`src/logic/sscd_pkg.sv`:
```
// constants, field layout and types for the sim slot control and debounce register bank
// How it works
// [RL1] slot regulator bit 0/4: 0 turns supply off with pull-down, 1 powers it on
// [RL2] slot voltage bit 1/5: 0 selects 1.8 V supply, 1 selects 2.95 V
// [RL3] state 00 is powered down if regulator off, totem-pole low if regulator on
// [RL4] state 01 holds card-side outputs at their last level, totem pole still driving
// [RL5] state 11 makes card-side outputs follow the baseband-side inputs
// [RL6] software must never write 10 to a state field; hardware accepts it anyway
// [RL7] state 10 acts as powered with pull-downs, unlike 00 with regulator on
// [RL8] state fields and regulator bits are stored independently, neither alters the other
// [RL9] reported slot status combines the state field with the regulator bit
// [RL10] battery-presence debounce holds an 8-bit count; 00h passes the input unfiltered
// [RL11] shutdown debounce holds an 8-bit count; 00h bypasses filtering
// [RL12] writing a debounce count while counting restarts that counter with the new count
// [RL13] a new debounce count takes effect within one timing clock period
// [RL14] clock control bit 7 picks internal (0) or external (1) timing clock; 6:0 reserved
// [RL15] debounce counts are in timing clock cycles; reset loads both with four
// [RL16] battery debounce expiry marks the battery as not present in status
// [RL17] counter restarts on any raw input change; level updates after count stable cycles
// [RL18] timing clock source changeover never yields a short or extra tick
package sscd_pkg;
  // register offsets
  localparam logic [7:0] STATUS_ADDR = 8'h04;
  localparam logic [7:0] SLOT_CTRL_ADDR = 8'h08;
  localparam logic [7:0] BAT_DEB_ADDR = 8'h0a;
  localparam logic [7:0] SDN_DEB_ADDR = 8'h0b;
  localparam logic [7:0] CLK_CTRL_ADDR = 8'h0d;
  // values after reset
  localparam logic [7:0] SLOT_CTRL_RST = 8'h00;
  localparam logic [7:0] DEB_COUNT_RST = 8'h04;
  localparam logic [7:0] CLK_CTRL_RST = 8'h00;
  // slot control field positions, slot two sits one stride above slot one; then the clock control select bit
  localparam int SLOT_STRIDE = 4;
  localparam int REG_ON_BIT = 0;
  localparam int VSEL_BIT = 1;
  localparam int STATE_LSB = 2;
  localparam int CLK_SEL_BIT = 7;
  // status register field positions
  localparam int STAT_SDN_BIT = 0;
  localparam int STAT_BAT_BIT = 2;
  localparam int STAT_SLOT_LSB = 4;
  localparam int STAT_SLOT_STRIDE = 2;
  // slot state / status codes
  localparam logic [1:0] ST_DOWN = 2'h0;
  localparam logic [1:0] ST_ISO = 2'h1;
  localparam logic [1:0] ST_PWR = 2'h2;
  localparam logic [1:0] ST_ACT = 2'h3;
  // timing clock derived from the system clock, and the card signal count
  localparam int SYS_FREQ_HZ = 200_000_000;
  localparam int TIMING_FREQ_HZ = 32_768;
  localparam int TICK_CYCLES = SYS_FREQ_HZ / TIMING_FREQ_HZ;
  localparam int CARD_SIGS = 3;
  // timing clock source selection, gray along int -> to_ext -> ext -> to_int
  typedef enum logic [1:0] {
    CS_INT = 2'b00,
    CS_TO_EXT = 2'b01,
    CS_EXT = 2'b11,
    CS_TO_INT = 2'b10
  } sscd_clk_state_type;
  // reported status from stored state and regulator bit
  function automatic logic [1:0] slot_status(input logic [1:0] state, input logic reg_on);
    logic [1:0] res;
    res = ST_DOWN;
    if (reg_on) begin
      res = (state == ST_DOWN) ? ST_PWR : state;
    end
    return res;
  endfunction
endpackage

```
`src/logic/sscd_regs.sv`:
```
// sim slot control, debounce and timing clock select register bank
`timescale 1ns/1ps
module sscd_regs #(
  parameter int INT_TICK_CYCLES = sscd_pkg::TICK_CYCLES
) (
  // clock, reset, enable
  input wire logic clock_in,
  input wire logic rst_b_in,
  input wire logic ce_in,
  // register port of the serial interface
  input wire logic reg_wr_in,
  input wire logic reg_rd_in,
  input wire logic [7:0] reg_addr_in,
  input wire logic [7:0] reg_wdata_in,
  output logic [7:0] reg_rdata_out,
  // timing clock pin
  input wire logic ext_clk_in,
  // detection inputs
  input wire logic battery_presence_input_in,
  input wire logic shutdown_request_input_in,
  // baseband-side card signals, shared by both slots
  input wire logic [sscd_pkg::CARD_SIGS-1:0] bb_sig_in,
  // slot one
  output logic slot_one_supply_on_out,
  output logic slot_one_supply_high_out,
  output logic slot_one_supply_pulldown_out,
  output logic slot_one_drive_out,
  output logic slot_one_pulldown_out,
  output logic [sscd_pkg::CARD_SIGS-1:0] slot_one_sig_out,
  output logic [1:0] slot_one_status_out,
  // slot two
  output logic slot_two_supply_on_out,
  output logic slot_two_supply_high_out,
  output logic slot_two_supply_pulldown_out,
  output logic slot_two_drive_out,
  output logic slot_two_pulldown_out,
  output logic [sscd_pkg::CARD_SIGS-1:0] slot_two_sig_out,
  output logic [1:0] slot_two_status_out,
  // detection results and timing tick
  output logic battery_absent_out,
  output logic shutdown_level_out,
  output logic timing_tick_out
);
  import sscd_pkg::*;

  localparam logic [12:0] TICK_LAST = 13'(INT_TICK_CYCLES - 1);

  // ---- registers ----
  logic [7:0] slot_ctrl_ff, nxt_slot_ctrl;
  logic [7:0] bat_cnt_ff, nxt_bat_cnt;
  logic [7:0] sdn_cnt_ff, nxt_sdn_cnt;
  logic clk_sel_ff, nxt_clk_sel;
  logic [7:0] rdata_ff, nxt_rdata;
  logic bat_wr, sdn_wr;
  logic [7:0] status_val;

  assign bat_wr = reg_wr_in && reg_addr_in == BAT_DEB_ADDR;
  assign sdn_wr = reg_wr_in && reg_addr_in == SDN_DEB_ADDR;

  // whole-byte writes; state and regulator bits are just separate stored bits
  always_comb begin
    nxt_slot_ctrl = slot_ctrl_ff;
    nxt_bat_cnt = bat_cnt_ff;
    nxt_sdn_cnt = sdn_cnt_ff;
    nxt_clk_sel = clk_sel_ff;
    nxt_rdata = rdata_ff;
    if (reg_wr_in && reg_addr_in == SLOT_CTRL_ADDR) begin
      nxt_slot_ctrl = reg_wdata_in; // RL6 RL8
    end
    if (bat_wr) begin
      nxt_bat_cnt = reg_wdata_in; // RL10
    end
    if (sdn_wr) begin
      nxt_sdn_cnt = reg_wdata_in; // RL11
    end
    if (reg_wr_in && reg_addr_in == CLK_CTRL_ADDR) begin
      nxt_clk_sel = reg_wdata_in[CLK_SEL_BIT]; // RL14
    end
    if (reg_rd_in) begin
      case (reg_addr_in)
        STATUS_ADDR: nxt_rdata = status_val;
        SLOT_CTRL_ADDR: nxt_rdata = slot_ctrl_ff;
        BAT_DEB_ADDR: nxt_rdata = bat_cnt_ff;
        SDN_DEB_ADDR: nxt_rdata = sdn_cnt_ff;
        CLK_CTRL_ADDR: nxt_rdata = {clk_sel_ff, 7'h00}; // RL14
        default: nxt_rdata = 8'h00;
      endcase
    end
  end

  always_ff @(posedge clock_in or negedge rst_b_in) begin
    if (!rst_b_in) begin
      slot_ctrl_ff <= SLOT_CTRL_RST;
      bat_cnt_ff <= DEB_COUNT_RST; // RL15
      sdn_cnt_ff <= DEB_COUNT_RST; // RL15
      clk_sel_ff <= CLK_CTRL_RST[CLK_SEL_BIT];
      rdata_ff <= 8'h00;
    end else if (ce_in) begin
      slot_ctrl_ff <= nxt_slot_ctrl;
      bat_cnt_ff <= nxt_bat_cnt;
      sdn_cnt_ff <= nxt_sdn_cnt;
      clk_sel_ff <= nxt_clk_sel;
      rdata_ff <= nxt_rdata;
    end
  end
  assign reg_rdata_out = rdata_ff;

  // ---- timing clock: internal divider or external pin, switched on tick boundaries ----
  sscd_clk_state_type cs_ff, nxt_cs;
  logic [12:0] div_ff, nxt_div;
  logic ext_prev_ff, nxt_ext_prev;
  logic int_tick, ext_tick, tick;

  assign int_tick = (div_ff == TICK_LAST);
  assign ext_tick = ext_clk_in && !ext_prev_ff;

  // the old source finishes its period, then the first new edge only arms the new source
  always_comb begin
    nxt_div = int_tick ? 13'h0000 : div_ff + 13'h0001;
    nxt_ext_prev = ext_clk_in;
    nxt_cs = cs_ff;
    tick = 1'b0;
    case (cs_ff)
      CS_INT: begin
        tick = int_tick;
        if (clk_sel_ff && int_tick) begin
          nxt_cs = CS_TO_EXT; // RL18
        end
      end
      CS_TO_EXT: begin
        if (ext_tick) begin
          nxt_cs = CS_EXT; // RL18
        end
      end
      CS_EXT: begin
        tick = ext_tick;
        if (!clk_sel_ff && ext_tick) begin
          nxt_cs = CS_TO_INT; // RL18
        end
      end
      CS_TO_INT: begin
        if (int_tick) begin
          nxt_cs = CS_INT; // RL18
        end
      end
      default: nxt_cs = CS_INT;
    endcase
  end

  always_ff @(posedge clock_in or negedge rst_b_in) begin
    if (!rst_b_in) begin
      cs_ff <= CS_INT;
      div_ff <= 13'h0000;
      ext_prev_ff <= 1'b0;
    end else if (ce_in) begin
      cs_ff <= nxt_cs;
      div_ff <= nxt_div;
      ext_prev_ff <= nxt_ext_prev;
    end
  end
  assign timing_tick_out = tick;

  // ---- debounce filters ----
  logic bat_level, sdn_level, bat_expired;

  sscd_debounce u_bat_deb (
    .clock_in(clock_in),
    .rst_b_in(rst_b_in),
    .ce_in(ce_in),
    .tick_in(tick),
    .limit_in(bat_cnt_ff),
    .reload_in(bat_wr), // RL12
    .raw_in(battery_presence_input_in),
    .level_out(bat_level),
    .expired_out(bat_expired)
  );

  sscd_debounce u_sdn_deb (
    .clock_in(clock_in),
    .rst_b_in(rst_b_in),
    .ce_in(ce_in),
    .tick_in(tick),
    .limit_in(sdn_cnt_ff),
    .reload_in(sdn_wr), // RL12
    .raw_in(shutdown_request_input_in),
    .level_out(sdn_level),
    .expired_out()
  );

  // a high debounced comparator level means the pack has gone
  assign battery_absent_out = bat_level; // RL16
  assign shutdown_level_out = sdn_level;

  // ---- slot decode and card-side drivers ----
  logic [1:0] st1, st2;
  logic [1:0] stat1, stat2;
  logic [CARD_SIGS-1:0] sig1_ff, nxt_sig1, sig2_ff, nxt_sig2;

  assign st1 = slot_ctrl_ff[STATE_LSB+1:STATE_LSB];
  assign st2 = slot_ctrl_ff[STATE_LSB+SLOT_STRIDE+1:STATE_LSB+SLOT_STRIDE];
  assign stat1 = slot_status(st1, slot_ctrl_ff[REG_ON_BIT]); // RL9
  assign stat2 = slot_status(st2, slot_ctrl_ff[REG_ON_BIT+SLOT_STRIDE]); // RL9

  // interrupt bits are not kept here and read as zero
  always_comb begin
    status_val = 8'h00;
    status_val[STAT_SDN_BIT] = sdn_level;
    status_val[STAT_BAT_BIT] = bat_level; // RL16
    status_val[STAT_SLOT_LSB+1:STAT_SLOT_LSB] = stat1;
    status_val[STAT_SLOT_LSB+STAT_SLOT_STRIDE+1:STAT_SLOT_LSB+STAT_SLOT_STRIDE] = stat2;
  end

  // isolated keeps the last level; anything not active or isolated drives low
  always_comb begin
    nxt_sig1 = (stat1 == ST_ACT) ? bb_sig_in : (stat1 == ST_ISO) ? sig1_ff : '0; // RL3 RL4 RL5
    nxt_sig2 = (stat2 == ST_ACT) ? bb_sig_in : (stat2 == ST_ISO) ? sig2_ff : '0; // RL3 RL4 RL5
  end

  always_ff @(posedge clock_in or negedge rst_b_in) begin
    if (!rst_b_in) begin
      sig1_ff <= '0;
      sig2_ff <= '0;
    end else if (ce_in) begin
      sig1_ff <= nxt_sig1;
      sig2_ff <= nxt_sig2;
    end
  end

  assign slot_one_supply_on_out = slot_ctrl_ff[REG_ON_BIT]; // RL1
  assign slot_one_supply_pulldown_out = !slot_ctrl_ff[REG_ON_BIT]; // RL1
  assign slot_one_supply_high_out = slot_ctrl_ff[VSEL_BIT]; // RL2
  assign slot_one_drive_out = (stat1 != ST_DOWN); // RL3
  assign slot_one_pulldown_out = (stat1 == ST_DOWN) || (st1 == ST_PWR); // RL3 RL7
  assign slot_one_sig_out = sig1_ff;
  assign slot_one_status_out = stat1;
  assign slot_two_supply_on_out = slot_ctrl_ff[REG_ON_BIT+SLOT_STRIDE]; // RL1
  assign slot_two_supply_pulldown_out = !slot_ctrl_ff[REG_ON_BIT+SLOT_STRIDE]; // RL1
  assign slot_two_supply_high_out = slot_ctrl_ff[VSEL_BIT+SLOT_STRIDE]; // RL2
  assign slot_two_drive_out = (stat2 != ST_DOWN); // RL3
  assign slot_two_pulldown_out = (stat2 == ST_DOWN) || (st2 == ST_PWR); // RL3 RL7
  assign slot_two_sig_out = sig2_ff;
  assign slot_two_status_out = stat2;

  // ---- checks ----
  property p_status_map;
    @(posedge clock_in) disable iff (!rst_b_in)
      !slot_ctrl_ff[REG_ON_BIT] |-> (slot_one_status_out == ST_DOWN && !slot_one_drive_out);
  endproperty
  a_status_map: assert property (p_status_map) else $error("slot one not down with regulator off"); // RL9

  property p_state10;
    @(posedge clock_in) disable iff (!rst_b_in)
      (st2 == ST_PWR && slot_ctrl_ff[REG_ON_BIT+SLOT_STRIDE]) |->
        (slot_two_status_out == ST_PWR && slot_two_pulldown_out && slot_two_drive_out);
  endproperty
  a_state10: assert property (p_state10) else $error("state 10 not powered with pull-downs"); // RL7

  property p_follow;
    @(posedge clock_in) disable iff (!rst_b_in)
      (ce_in && slot_one_status_out == ST_ACT) |=> (slot_one_sig_out == $past(bb_sig_in));
  endproperty
  a_follow: assert property (p_follow) else $error("active slot does not follow baseband"); // RL5

  property p_hold;
    @(posedge clock_in) disable iff (!rst_b_in)
      (ce_in && slot_two_status_out == ST_ISO) |=> $stable(slot_two_sig_out);
  endproperty
  a_hold: assert property (p_hold) else $error("isolated slot outputs moved"); // RL4

  property p_state_write_keeps_reg;
    @(posedge clock_in) disable iff (!rst_b_in)
      (ce_in && reg_wr_in && reg_addr_in == SLOT_CTRL_ADDR) |=>
        (slot_one_supply_on_out == $past(reg_wdata_in[REG_ON_BIT]) &&
         slot_two_supply_high_out == $past(reg_wdata_in[VSEL_BIT+SLOT_STRIDE]));
  endproperty
  a_state_write_keeps_reg: assert property (p_state_write_keeps_reg) else $error("slot control write lost"); // RL8

  property p_no_tick_switching;
    @(posedge clock_in) disable iff (!rst_b_in)
      (cs_ff == CS_TO_EXT || cs_ff == CS_TO_INT) |-> !timing_tick_out;
  endproperty
  a_no_tick_switching: assert property (p_no_tick_switching) else $error("tick during source change"); // RL18

  property p_reserved_zero;
    @(posedge clock_in) disable iff (!rst_b_in)
      (ce_in && reg_rd_in && reg_addr_in == CLK_CTRL_ADDR) |=> (reg_rdata_out[6:0] == 7'h00);
  endproperty
  a_reserved_zero: assert property (p_reserved_zero) else $error("reserved clock bits not zero"); // RL14

  property p_bat_expiry;
    @(posedge clock_in) disable iff (!rst_b_in)
      ($past(ce_in) && bat_expired) |->
        (battery_absent_out == $past(battery_presence_input_in) && status_val[STAT_BAT_BIT] == battery_absent_out);
  endproperty
  a_bat_expiry: assert property (p_bat_expiry) else $error("battery status not from filter"); // RL16

  c_active: cover property (@(posedge clock_in) disable iff (!rst_b_in) slot_one_status_out == ST_ACT);
  c_ext_clk: cover property (@(posedge clock_in) disable iff (!rst_b_in) cs_ff == CS_EXT && timing_tick_out);
  c_bat_gone: cover property (@(posedge clock_in) disable iff (!rst_b_in) $rose(battery_absent_out));
endmodule // sscd_regs

```
`src/logic/sscd_debounce.sv`:
```
// programmable debounce filter counted in timing clock ticks
`timescale 1ns/1ps
module sscd_debounce (
  // clock and reset
  input wire logic clock_in,
  input wire logic rst_b_in,
  input wire logic ce_in,
  // timing
  input wire logic tick_in,
  // filter control
  input wire logic [7:0] limit_in,
  input wire logic reload_in,
  input wire logic raw_in,
  // result
  output logic level_out,
  output logic expired_out
);
  import sscd_pkg::*;
  logic [7:0] cnt_ff, nxt_cnt;
  logic prev_ff, nxt_prev;
  logic level_ff, nxt_level;
  logic exp_ff, nxt_exp;
  logic running;
  logic [7:0] cnt_inc;

  assign running = (raw_in != level_ff);
  assign cnt_inc = cnt_ff + 8'h01;

  // filter next state; a raw change or a count write wipes progress so far
  always_comb begin
    nxt_cnt = cnt_ff;
    nxt_prev = raw_in;
    nxt_level = level_ff;
    nxt_exp = 1'b0;
    if (limit_in == 8'h00) begin
      nxt_level = raw_in; // RL10 RL11
      nxt_cnt = 8'h00;
    end else if (raw_in != prev_ff) begin
      nxt_cnt = 8'h00; // RL17
    end else if (reload_in && running) begin
      nxt_cnt = 8'h00; // RL12 RL13
    end else if (!running) begin
      nxt_cnt = 8'h00;
    end else if (tick_in) begin
      if (cnt_inc >= limit_in) begin
        nxt_level = raw_in; // RL15 RL17
        nxt_exp = 1'b1;
        nxt_cnt = 8'h00;
      end else begin
        nxt_cnt = cnt_inc;
      end
    end
  end

  always_ff @(posedge clock_in or negedge rst_b_in) begin
    if (!rst_b_in) begin
      cnt_ff <= 8'h00;
      prev_ff <= 1'b0;
      level_ff <= 1'b0;
      exp_ff <= 1'b0;
    end else if (ce_in) begin
      cnt_ff <= nxt_cnt;
      prev_ff <= nxt_prev;
      level_ff <= nxt_level;
      exp_ff <= nxt_exp;
    end
  end

  assign level_out = level_ff;
  assign expired_out = exp_ff;

  // with a zero count the output copies the input one cycle later
  property p_bypass;
    @(posedge clock_in) disable iff (!rst_b_in)
      (ce_in && limit_in == 8'h00) |=> (level_out == $past(raw_in));
  endproperty
  a_bypass: assert property (p_bypass) else $error("zero count does not bypass filter"); // RL10

  // an input change never moves the level in the very next cycle while filtering
  property p_change_restart;
    @(posedge clock_in) disable iff (!rst_b_in)
      (ce_in && limit_in != 8'h00 && raw_in != prev_ff) |=> (cnt_ff == 8'h00 && $stable(level_out));
  endproperty
  a_change_restart: assert property (p_change_restart) else $error("raw change did not restart count"); // RL17
endmodule // sscd_debounce

```
`config.mk`:
```
export PLATFORM = sky130hd
export DESIGN_NAME = sscd_regs
export DESIGN_NICKNAME = d
export VERILOG_FILES = /design/src/logic/sscd_pkg.sv /design/src/logic/sscd_regs.sv /design/src/logic/sscd_debounce.sv
export SDC_FILE = /design/constraint.sdc
export NUM_CORES = 1
export LEC_CHECK = 0
export BUFFER_PORTS_ARGS = -buffer_cell sky130_fd_sc_hd__buf_2
export CORE_MARGIN = 5
export CORE_UTILIZATION = 52
export CTS_BUF_LIST = sky130_fd_sc_hd__clkbuf_16
export CTS_CLUSTER_SIZE = 16
export DETAILED_ROUTE_END_ITERATION = 12
export GPL_TIMING_DRIVEN = 0
export PLACE_DENSITY = 0.76
export SLEW_MARGIN = 20
export SYNTH_ARGS = -nofsm -noshare
export SYNTH_HDL_FRONTEND = slang
export SYNTH_SLANG_ARGS = --single-unit
```
`constraint.sdc`:
```
create_clock -name clock_in -period 2.4 [get_ports clock_in]
set_clock_uncertainty 0.1 [all_clocks]
set_input_delay 0.24 -clock clock_in [delete_from_list [all_inputs] [get_ports clock_in]]
set_output_delay 0.24 -clock clock_in [all_outputs]
set_load 0.005 [all_outputs]
```
Word level (Yosys, flattened, before mapping)
Index checks and enable logic that the tools add are counted.
{"block": "op_classes", "eq_ne": 31, "n_reduce_logical": 42, "magnitude_cmp": 2, "addsub": 3, "n_mux": 40}
{"operator": "2-to-1 mux 8 bit", "n": 12}
{"operator": "one-hot mux 8 bit (5 select lines)", "n": 1}
{"operator": "== test 8 x 4 -> 1 bit, second input constant", "n": 4}
{"operator": "AND reduction 2 bit", "n": 9}
{"operator": "adder 8 x 1 -> 8 bit, second input constant", "n": 2}
{"operator": "greater-or-equal comparator 8 bit", "n": 2}
{"operator": "logical NOT 8 bit", "n": 2}
{"operator": "2-to-1 mux 2 bit", "n": 8}
{"operator": "nonzero test 2 bit", "n": 8}
{"operator": "adder 13 x 1 -> 13 bit, second input constant", "n": 1}
{"operator": "== test 13 bit, second input constant", "n": 1}
{"operator": "2-to-1 mux 13 bit", "n": 1}
{"operator": "== test 2 bit, second input constant", "n": 6}
{"operator": "2-to-1 mux 1 bit", "n": 12}
{"operator": "2-to-1 mux 3 bit", "n": 4}
{"operator": "inequality test 2 bit, second input constant", "n": 6}
{"operator": "AND reduction 6 bit", "n": 2}
{"operator": "logical NOT 2 bit", "n": 5}
{"operator": "inequality test 5 bit, second input constant", "n": 2}
{"operator": "logical AND 1 bit", "n": 9}
{"operator": "== test 8 x 3 -> 1 bit, second input constant", "n": 1}
{"operator": "inequality test 2 x 1 -> 1 bit, second input constant", "n": 4}
{"operator": "one-hot mux 2 bit (4 select lines)", "n": 1}
{"operator": "== test 2 x 1 -> 1 bit, second input constant", "n": 3}
{"operator": "other kinds (5)", "n": 12}
{"block": "totals", "register_bits": 75, "out_inout_bits": 31, "inputBits": 27, "word_cells": 134}

Depth between registers and ports, before layout
Gate-level depths: netlist (run 1).
{"block": "logic_depth", "ltp_word": 8, "depth_mapped": 12, "depth_no_buf": 11}

Hierarchy
Synthesis (run 1) repeated with hierarchy kept, for this count alone.
{"block": "unflattened", "cells_unflattened": 429, "hier_area_um2": 4594.4}
{"module": "sscd_regs", "seq_area_each_um2": 1378.8, "area_per_inst_um2": 2826.5, "instances": 1, "cells_each": 252}
{"module": "sscd_debounce at u_sdn_deb", "seq_area_each_um2": 275.3, "area_per_inst_um2": 893.4, "instances": 1, "cells_each": 88}
{"module": "sscd_debounce at u_bat_deb", "seq_area_each_um2": 275.3, "area_per_inst_um2": 874.6, "instances": 1, "cells_each": 89}

Least setup slack after synthesis (run 1)
OpenSTA, ideal clock, no wires.
{"block": "synth_path", "kind": "register to register", "startpoint": "register u_sdn_deb.cnt_ff[0]", "endpoint": "register u_sdn_deb.level_ff, in the netlist u_sdn_deb.level_out", "n_path_buf": 0, "t_required_ns": 2.175, "t_arrival_ns": 2.310, "stages_incl_launch_ff": 12, "path_slack_ns": -0.135, "period_less_slack_ns": 2.535, "setup_time_ns": 0.125, "cell_sequence": "dfrtp_1 -> ha_1 -> nand3_1 -> nor2_1 -> xor2_1 -> ha_1 -> nand2_1 -> o21ai_0 -> a21oi_1 -> or3b_1 -> a21oi_1 -> mux2_2"}
{"block": "synth_via", "elab_chain_len": 4}
{"item": "from (decl)", "line": "sscd_debounce.sv:19", "rtl": "logic [7:0] cnt_ff, nxt_cnt;"}
{"item": "from (signal assigned)", "line": "sscd_debounce.sv:62", "rtl": "cnt_ff <= nxt_cnt;"}
{"item": "adder 8 x 1 -> 8 bit", "line": "sscd_debounce.sv:27", "rtl": "assign cnt_inc = cnt_ff + 8'h01;"}
{"item": "greater-or-equal comparator 8 bit", "line": "sscd_debounce.sv:45", "rtl": "if (cnt_inc >= limit_in) begin"}
{"item": "nonzero test 2 bit (no source line)"}
{"item": "AND reduction 6 bit (no source line)"}
{"item": "to (signal assigned)", "line": "sscd_debounce.sv:64", "rtl": "level_ff <= nxt_level;"}
{"item": "to (decl)", "line": "sscd_debounce.sv:21", "rtl": "logic level_ff, nxt_level;"}
Every way passes these cells.
A chain may end at the register's enable or synchronous reset.

Worst setup path in the final report (run 1)
{"block": "layout_path", "startpoint": "register u_bat_deb.cnt_ff[1]", "endpoint": "register u_bat_deb.level_ff, in the netlist u_bat_deb.level_out"}
{"block": "layout_via", "elab_chain_len": 4}
{"item": "from (decl)", "line": "sscd_debounce.sv:19"}
{"item": "from (signal assigned)", "line": "sscd_debounce.sv:62"}
{"item": "adder 8 x 1 -> 8 bit", "line": "sscd_debounce.sv:27"}
{"item": "greater-or-equal comparator 8 bit", "line": "sscd_debounce.sv:45"}
{"item": "nonzero test 2 bit (no source line)"}
{"item": "AND reduction 6 bit (no source line)"}
{"item": "to (signal assigned)", "line": "sscd_debounce.sv:64"}
{"item": "to (decl)", "line": "sscd_debounce.sv:21"}
Every way passes these cells.

==> metrics.txt, run 1 <==
outcome finished, violations left; failing checks setup timing; P&R area growth vs syn 28.69%; initial antenna violation count 0; Pleak about 0.0026 uW; worst endpoint data arrival time between 2000 and 3000 ps; Cell Rows 33; Initial Util 52.43%; Hold Crit Start reg_wdata_in[5]; nets 567; Post-Place Cells 589; post-route insts no fill 626; CTS buffer count 9; Peak VDD IR ~0.4 mV; reg2reg end u_bat_deb.level_out$_DFFE_PN0P_; CTS clk-pin slew, worst paths 60 ps; Synth Area in Compound Gates 16.28%; share of the synthesized netlist area taken by xor and xnor gates 3.509%; GRT busiest layer met2; WL/cell 16.94 um; Worst Hold Path EP bat_cnt_ff[5]$_DFFE_PN0P_; # fillers 613; predominant post-synthesis flop cell dfrtp_1; Worst-Margin Slew 552.5 ps; sequential cell area 0.001883 mm2; drt total wl 10600 um; Reg2Reg Depth 12; Syn Nets roughly 480; CTS sink count 75; die width roughly 100 um; final slew viol count 0; Final Critical Period 2717 ps; met3 usage 3.058%; 1st-pass router iterations 5; # IOs 58; Mapped Area 0.004243 mm2; worst hold path depth 3; Setup Viol. Count Final 17; DRC Markers 0; share of layout cells above drive strength 1 approximately a third; Req. time, crit path around 2500 ps; Post-synth EDFFs 0; part of the cycle the worst path needs 113.2%; Root Buffer clkbuf_16; final hold vios 0; Diodes inserted 0; DP HPWL 7383 um; GRT overflow 0; max_cap viols 0; worst skew pair latency 340 ps; register area share after synthesis between 40% and 50%; post-route cell area between 0.005 and 0.006 mm2; largest cells by area after synthesis dfrtp_1 43%, ha_1 7.1%, mux2_2 6.1%; Max FO, Critical Path 3; Synth Instances 427; Syn. warnings 0; RSZ-0062 raised after global routing true; Port Buf Inserts 56; largest family of logic cells by synthesized area compound AO/OA/AOI/OAI gates; R2R Setup Slk -320 ps; PnR worst setup slack -317.3 ps; number of DRC markers in iteration 0 ~180; first-pass GRT wire length 17090 um; adder-cell area share of the yosys netlist under 10%; Vias per Instance 5.692; Setup crit end kind flip-flop; Max transition margin 63.17%; Netlist cell types 57; power per cell area 629.6 mW/mm2; GPL Wtd Cong 0.8607; CP Launch Type flip-flop; post-synthesis mux area share just over 8%; Hold Path Class in -> reg; CTS tree yes; largest net degree at the start of global routing 42; Die Y between 100 and 150 um; H-tree Lvls 3; setup tns final -2592 ps; Synth top area share 43.06%; most common cell after layout, fill and taps aside dfrtp_1; DIE AREA 0.01007 mm2; met1 Track Usage GR roughly a quarter; number of global-route vias before repair around 3.6k; asr flop ratio synth 100.0%; Setup CP Type reg -> reg; met2 usage 37.00%; via count 3563; GRT Total Usage 21.17%; Mean Syn Cell Area about 10 um2; Max Fclk 368.0 MHz; #FFs+latches synth between 70 and 80; RR Startpoint u_bat_deb.cnt_ff[1]$_DFFE_PN0P_; Multi-input gate area 0.002447 mm2; core area 0.008093 mm2; Post-DP Area 0.004697 mm2; antenna-violating nets left 0; CTS Buffer Depth 2; tightest hold margin 34.32 ps; Tot Pwr 3438 uW; dominant cell type by area after synthesis dfrtp_1; Synth Area in Simple Gates 15.90%; commonest non-fill, non-tap cells in the layout 70 x dfrtp_1, 58 x buf_2, 41 x nand2_1
worst max-delay path, stage by stage, from the launching register on:
cell and delay [ps]:
dfrtp_1 410, ha_4 170, nand3_1 110, nor2_1 170, xor2_1 250, ha_1 270
nand2_1 100, o21ai_2 80, a31oi_2 250, buf_4 170, nor3_1 40, o21ai_1 180
mux2_4 310
cells by family (layout without fill, tap and decap cells):
family / count (synthesis) / in the layout
simple gates: 129 / 129
xor+xnor: 17 / 17
flops: 75 / 75
fa+ha+maj: 24 / 24
buf+inv: 50 / 144
compound gates: 100 / 100
mux: 32 / 32
power breakdown:
group | internal [uW] | total [uW] | switching (uW) | leakage [uW]
Sequential | 1360 | 1470 | 111 | 0.000968
Clock | 899 | 1420 | 525 | 0.000156
Combinational | 240 | 540 | 301 | 0.00149
Total | 2500 | 3440 | 936 | 0.00261
Yosys cell counts (7+ instances only):
cell	count
dfrtp_1	73
clkbuf_1	9
xnor2_1	11
nand2b_1	7
ha_1	24
nand3_1	13
inv_1	34
nand2_1	45
o21ai_0	30
mux2i_1	8
nor2_1	23
mux2_2	23
a21oi_1	17
a32o_1	10
a22o_1	11
metal layers:
metal  part of all wire (%)  up-vias
met5                      0        -
met4                    2.9        0
met3                    5.2       27
met2                     50      101
met1                     42     1723
li1                       -     1712
state kept, by name (all words and copies together) (netlist names):
| signal | flops |
|---|---|
| u_sdn_deb.cnt_ff | 8 |
| u_bat_deb.cnt_ff | 8 |
| reg_rdata_out | 8 |
| u_bat_deb.level_out | 1 |
| ext_prev_ff | 1 |
| u_sdn_deb.level_out | 1 |
| sdn_cnt_ff | 8 |
| slot_ctrl_ff | 8 |
| u_bat_deb.prev_ff | 1 |
| slot_one_sig_out | 3 |
| clk_sel_ff | 1 |
| div_ff | 13 |
| u_sdn_deb.prev_ff | 1 |
| cs_ff | 2 |
| bat_cnt_ff | 8 |
| slot_two_sig_out | 3 |
repair_timing:
| action | 4_1_cts | 5_1_grt |
|---|---|---|
| pin swaps | 11 | 21 |
| endpoints found under the hold margin | 32 | 0 |
| hold buffers | 1 | 0 |
| gates cloned | 1 | 0 |
| resized for setup | 31 | 36 |
| setup endpoints to repair | 18 | 18 |
| setup buffers | 13 | 7 |
per-stage QoR:
step	utilization [%]	setup slack (ps)
2_1_floorplan	-	-50.51
3_3_place_gp	57.76	-409.0
3_5_place_dp	58.04	-462.0
4_1_cts	64.75	-186.0
5_1_grt	67.47	-450.3
6_report	67.47	-317.3
worst max path at each step:
stage / to / slack [ps] / from
2_1_floorplan: u_sdn_deb.level_out$_DFFE_PN0P_ / -50 / u_sdn_deb.cnt_ff[0]$_DFFE_PN0P_
3_3_place_gp: u_bat_deb.cnt_ff[5]$_DFFE_PN0P_ / -410 / u_bat_deb.cnt_ff[0]$_DFFE_PN0P_
3_5_place_dp: u_bat_deb.cnt_ff[5]$_DFFE_PN0P_ / -460 / u_bat_deb.cnt_ff[0]$_DFFE_PN0P_
4_1_cts: u_bat_deb.cnt_ff[5]$_DFFE_PN0P_ / -190 / u_bat_deb.cnt_ff[0]$_DFFE_PN0P_
5_1_grt: u_bat_deb.level_out$_DFFE_PN0P_ / -450 / u_bat_deb.cnt_ff[1]$_DFFE_PN0P_
6_report: u_bat_deb.level_out$_DFFE_PN0P_ / -320 / u_bat_deb.cnt_ff[1]$_DFFE_PN0P_
final cells by class:
type / instances / area share (%)
clock inverters: 7 / 1.558
multi-input cells: 302 / 44.82
inverters: 35 / 2.406
well taps: 105 / 2.406
clock buffers: 9 / 4.125
plain buffers: 15 / 1.512
flip-flops and latches: 75 / 34.49
repair buffers: 78 / 8.685
Power figures use the tool's default switching activity.
==> inputs of run 2 (changes only) <==
Settings changed: CORE_UTILIZATION 52 to 53, PLACE_DENSITY 0.76 to 0.77, SYNTH_HIERARCHICAL set to 1.
==> run 2 against run 1 <==
  * The run still ends with setup timing left
  * Clock-buffer cell count did not move
  * Register-to-register slack improved by 100 ps
  * Setup slack improved by 100 ps
  * Utilization increased by 2.1 points
  * Global-route usage grew 1.6 points
  * Sequential share of layout area is 1.8 points lower
  * Synthesized cell count fell by 1.2%
  * Clock power grew 9%
  * Die area increased by 3.9%
  * Synthesized area grew 6.3%
  * Sequential cell count is the same
  * Critical path type unchanged
  * Largest power group is now clock
  * Highest routed layer unchanged
==> metrics.txt, run 2 <==
outcome finished, violations left; failing checks setup timing; GRT overflow 0; Pleak around 0.0028 uW; WL/cell 18.42 um; Worst-Margin Slew 835.2 ps; Initial Util around 55%; most common cell after layout, fill and taps aside dfrtp_1; PnR worst setup slack -216.1 ps; CP Launch Type flip-flop; Peak VDD IR 0.4208 mV; number of global-route vias before repair 3838; commonest non-fill, non-tap cells in the layout 72 x dfrtp_1, 55 x buf_2, 32 x inv_1, 32 x buf_4, 28 x mux2_2; core area 0.008258 mm2; Combinational Power Share 13.7%; number of flip-flops in the largest register 13; Internal 2588 uW; Setup crit end kind flip-flop; Final Critical Period between 2000 and 3000 ps; largest net degree at the start of global routing 54; critical path's slowest cell dfrtp_2; worst endpoint data arrival time between 2000 and 3000 ps; Syn. warnings 6; worst skew pair latency between 300 and 400 ps; CTS sink count 75; GPL Wtd Cong a little over 0.8; Post-Place Cells 583; Clock Power Share 44.2%; Root Buffer clkbuf_16; via count 3762; CTS Buffer Depth 2; DP Worst Slack -342.8 ps; GRT Total Usage between 20% and 30%; H-tree Lvls 3; Vias per Instance 5.962; final slew viol count 0; Req. time, crit path approximately 2600 ps; # fillers 580; P&R area growth vs syn 27.34%; Max Fclk 382.3 MHz; first-pass GRT wire length around 19000 um; share of layout cells above drive strength 1 between 30% and 40%; largest stage delay on the critical path 440 ps; CTS clk-pin slew, worst paths 60 ps; DIE AREA 0.01046 mm2; Synth Instances between 400 and 500; Hold Path Class in -> reg; part of the cycle the worst path needs 109.0%; Mean Syn Cell Area 10.69 um2; Diodes inserted 0; Setup Viol. Count Final 18; nets between 500 and 600; power per cell area 608.5 mW/mm2; Setup CP Type reg -> reg; 1st-pass router iterations 4; RSZ-0062 raised after global routing true; die width 102.3 um; initial antenna violation count 0; Max transition margin 43.89%; P_sw ~900 uW; Mapped Area between 0.004 and 0.005 mm2; Die Y 102.3 um; tightest hold margin 45.37 ps; Cell Chain, Critical Path and3_4, and3_4, buf_6, xor2_1, ha_1, a211oi_2, nor2_2, a21oi_2, buf_4, nand3b_1, a31oi_1; CTS tree yes; max_cap viols 0; post-route insts no fill about 630; largest reg by FF count div_ff; Cell Rows 33; CTS buffer count 9; Max FO, Critical Path 5; CP dominant cell by count and3_4; Port Buf Inserts 55; # IOs 58; DP HPWL 7940 um; Sw Ratio about a quarter; final hold vios 0; antenna-violating nets left 0; DRC Markers 0; drt total wl 11620 um; number of DRC markers in iteration 0 231; Syn Nets 473; Reg power frac 42.1%
[run 2: cell types whose count changed in the layout (fill, tap and decap cells not counted), moves of 6 or more]
cell     before  now
mux2_2       21   28
buf_4        18   32
a22oi_1       6    0
nor2_1       20   13
nand2_1      41   19
a31oi_1       1   11
o21ai_0      25   12
[run 2: metal layers]
layer | up-vias | global-route usage, % | wire length (um)
li1 | 1761 | - | -
met1 | 1879 | 29.48 | 5048
met2 | 103 | 39.23 | 5892
met3 | 19 | 3.140 | 449
met4 | 0 | 7.366 | 228
met5 | - | 0 | 0
[run 2: worst paths after layout]
check | slack (ps) | to | cells after the start | startpoint
max in group asynchronous | 1330 | sdn_cnt_ff[2]$_DFFE_PN1P_ | 3 | rst_b_in
min in group asynchronous | 250 | div_ff[8]$_DFFE_PN0P_ | 2 | rst_b_in
setup / recovery | -220 | u_sdn_deb/cnt_ff[5]$_DFFE_PN0P_ | 11 | u_sdn_deb/cnt_ff[0]$_DFFE_PN0P_
hold / removal | 50 | ext_prev_ff$_DFFE_PN0P_ | 2 | ext_clk_in
hold reg to reg | 390 | reg_rdata_out[7]$_DFFE_PN0P_ | 2 | reg_rdata_out[7]$_DFFE_PN0P_
setup reg to reg | -220 | u_sdn_deb/cnt_ff[5]$_DFFE_PN0P_ | 11 | u_sdn_deb/cnt_ff[0]$_DFFE_PN0P_
[run 2: worst max-delay path: cells and delay by family (launching register included)]
kind | cells | cell delay (ps)
DFF | 1 | 440
and+or+nand+nor | 4 | 580
AOI/OAI and AO/OA | 3 | 640
adders and majority gates | 1 | 350
xor gates and xnor gates | 1 | 140
buffers and inverters | 2 | 290
[run 2: power by group through the flow]
stage	logic (uW)	clock network [uW]	registers [uW]
floorplan	281	0	1450
global placement	389	0	1490
detailed placement	410	0	1490
CTS	462	1560	1460
global route	529	1620	1480
finish	479	1550	1470
[run 2: cell type report]
type | count | area [um2] | area share, %
plain buffers | 14 | 83.83 | 1.459
clock buffers | 9 | 225.2 | 3.920
clock inverters | 7 | 115.1 | 2.003
inverters | 35 | 131.4 | 2.287
multi-input cells | 297 | 2615 | 45.51
flip-flops and latches | 75 | 1881 | 32.73
well taps | 105 | 131.4 | 2.287
repair buffers | 89 | 563.0 | 9.800
[run 2: per-stage QoR]
step                      utilization (%)  area, um2  TNS [ps]  power [uW]
after floorplan                         -       4563    -12.70        1736
after global routing                69.58       5746     -4688        3631
after detailed placement            60.55       5000     -4837        1896
final                               69.58       5746     -2461        3496
after global placement              60.18       4970     -4129        1874
after CTS                           67.94       5610     -1109        3485
[run 2: what timing repair did]
action,4_1_cts,5_1_grt
buffers inserted,17,13
pin swaps,21,25
hold buffers,1,0
resized for setup,27,13
hold endpoints to repair,22,0
gates cloned,2,0
endpoints found under the setup margin,19,19
==> inputs of run 3 (changes only) <==
Settings changed: PLACE_DENSITY 0.77 to 0.74.
==> run 3 against run 2 <==
  * The run still ends with setup timing left
  * Setup slack got worse by 79 ps
  * Wire length rose by 5.5%
  * Total power fell by 6.6%
  * Combinational power barely moved
==> metrics.txt, run 3 (synthesis results as in run 2) <==
outcome finished, violations left; failing checks setup timing; P&R area growth vs syn 28.56%; Max transition margin a little over a third; Peak VDD IR a little under 0.4 mV; die width 102.3 um; Max Fclk 371.0 MHz; # IOs 58; number of flip-flops in the largest register 13; max_cap viols 0; Diodes inserted 0; post-route insts no fill ~640; Final Critical Period 2695 ps; Setup CP Type reg -> reg; antenna-violating nets left 0; CTS sink count 75; largest reg by FF count div_ff; H-tree Lvls 3; core area 0.008258 mm2; DIE AREA approximately 0.010 mm2; CP Launch Type flip-flop; GPL Wtd Cong between 0.8 and 0.9; Hold Path Class in -> reg; setup tns final -3229 ps; power per cell area 562.8 mW/mm2; PnR worst setup slack -295.3 ps; Die Y 102.3 um; final slew viol count 0; worst skew pair latency 330 ps; drt total wl 12260 um; Max FO, Critical Path 6; initial antenna violation count 0; 1st-pass router iterations 5; Setup crit end kind flip-flop; nets 576; DP Worst Slack -382.5 ps; part of the cycle the worst path needs 112.3%; Tot Pwr about 3300 uW; DP HPWL 8138 um; GRT overflow 0; DRC Markers 0; RSZ-0062 raised after global routing true; GRT Total Usage approximately a quarter; Cell Rows 33; final hold vios 0; number of DRC markers in iteration 0 170; first-pass GRT wire length 19170 um; CTS buffer count 9; Initial Util ~55%; share of layout cells above drive strength 1 37.17%; commonest non-fill, non-tap cells in the layout 71 x dfrtp_1, 55 x buf_2, 35 x inv_1; via count between 3k and 4k; Setup Viol. Count Final 18; WL/cell 19.30 um; CTS clk-pin slew, worst paths 60 ps; Pleak between 0.002 and 0.003 uW; Port Buf Inserts 55; CTS Buffer Depth 2; number of global-route vias before repair 3883; worst endpoint data arrival time 2830 ps; Vias per Instance 6.085; Worst-Margin Slew slightly below 1000 ps; # fillers between 500 and 600; tightest hold margin 62.68 ps; CTS tree yes; Post-Place Cells 583; largest net degree at the start of global routing 42; Req. time, crit path 2540 ps; Root Buffer clkbuf_16; most common cell after layout, fill and taps aside dfrtp_1
-- run 3: final timing paths --
| kind | start | end | slack, ps | cells after the start |
|---|---|---|---|---|
| worst min-delay path | bb_sig_in[1] | slot_two_sig_out[1]$_DFFE_PN0P_ | 60 | 2 |
| worst min register to register | reg_rdata_out[1]$_DFFE_PN0P_ | reg_rdata_out[1]$_DFFE_PN0P_ | 400 | 1 |
| worst max-delay path | u_sdn_deb/cnt_ff[0]$_DFFE_PN0P_ | u_sdn_deb/cnt_ff[5]$_DFFE_PN0P_ | -300 | 12 |
| max in group asynchronous | rst_b_in | u_sdn_deb/cnt_ff[0]$_DFFE_PN0P_ | 1300 | 3 |
| min in group asynchronous | rst_b_in | div_ff[7]$_DFFE_PN0P_ | 290 | 2 |
| worst max register to register | u_sdn_deb/cnt_ff[0]$_DFFE_PN0P_ | u_sdn_deb/cnt_ff[5]$_DFFE_PN0P_ | -300 | 12 |
-- run 3: metal layers --
metal  global-route usage (%)  up-vias  wire, um  part of all wire (%)
met5                        0        -         0                     0
met1                    30.07     1931      5077                    41
met4                    8.981        0       323                   2.6
li1                         -     1775         -                     -
met3                    4.096       31       692                   5.6
met2                    40.33      127      6162                    50
-- run 3: what timing repair did --
action                                 CTS  global route
setup endpoints to repair               19            19
hold buffers                             1             0
pin swaps                               24            22
endpoints found under the hold margin   32             0
buffers inserted                        19            15
gates resized for setup                 24            33
gates cloned                             2             0
-- run 3: metrics by stage --
stage | area [um2] | util [%]
2_1_floorplan | 4563 | -
3_3_place_gp | 4970 | 60.18
3_5_place_dp | 4992 | 60.45
4_1_cts | 5544 | 67.14
5_1_grt | 5801 | 70.24
6_report | 5801 | 70.24
-- run 3: worst max-delay path: stages, from the launching register on --
cell      delay [ps]
dfrtp_2          390
and3_4           190
and3_4           220
nand3_4          100
xnor2_4          160
ha_4             180
buf_4            140
nor2_1           200
a21oi_2          130
a21oi_2          260
buf_6            180
nand3b_1         110
a31oi_1          230
-- run 3: layout make-up --
| cell class | instances | area, um2 | share of cell area [%] |
|---|---|---|---|
| Multi-Input combinational cell | 297 | 2684 | 46.27 |
| Sequential cell | 75 | 1882 | 32.44 |
| Timing Repair Buffer | 93 | 600.6 | 10.35 |
| Clock buffer | 9 | 225.2 | 3.883 |
| Inverter | 35 | 131.4 | 2.265 |
| Tap cell | 105 | 131.4 | 2.265 |
| Buffer | 14 | 83.83 | 1.445 |
| Clock inverter | 7 | 62.56 | 1.079 |
-- run 3: power breakdown --
part | total, uW | internal [uW] | switching, uW
logic | 479 | 219 | 261
clock network | 1310 | 793 | 516
registers | 1480 | 1350 | 126
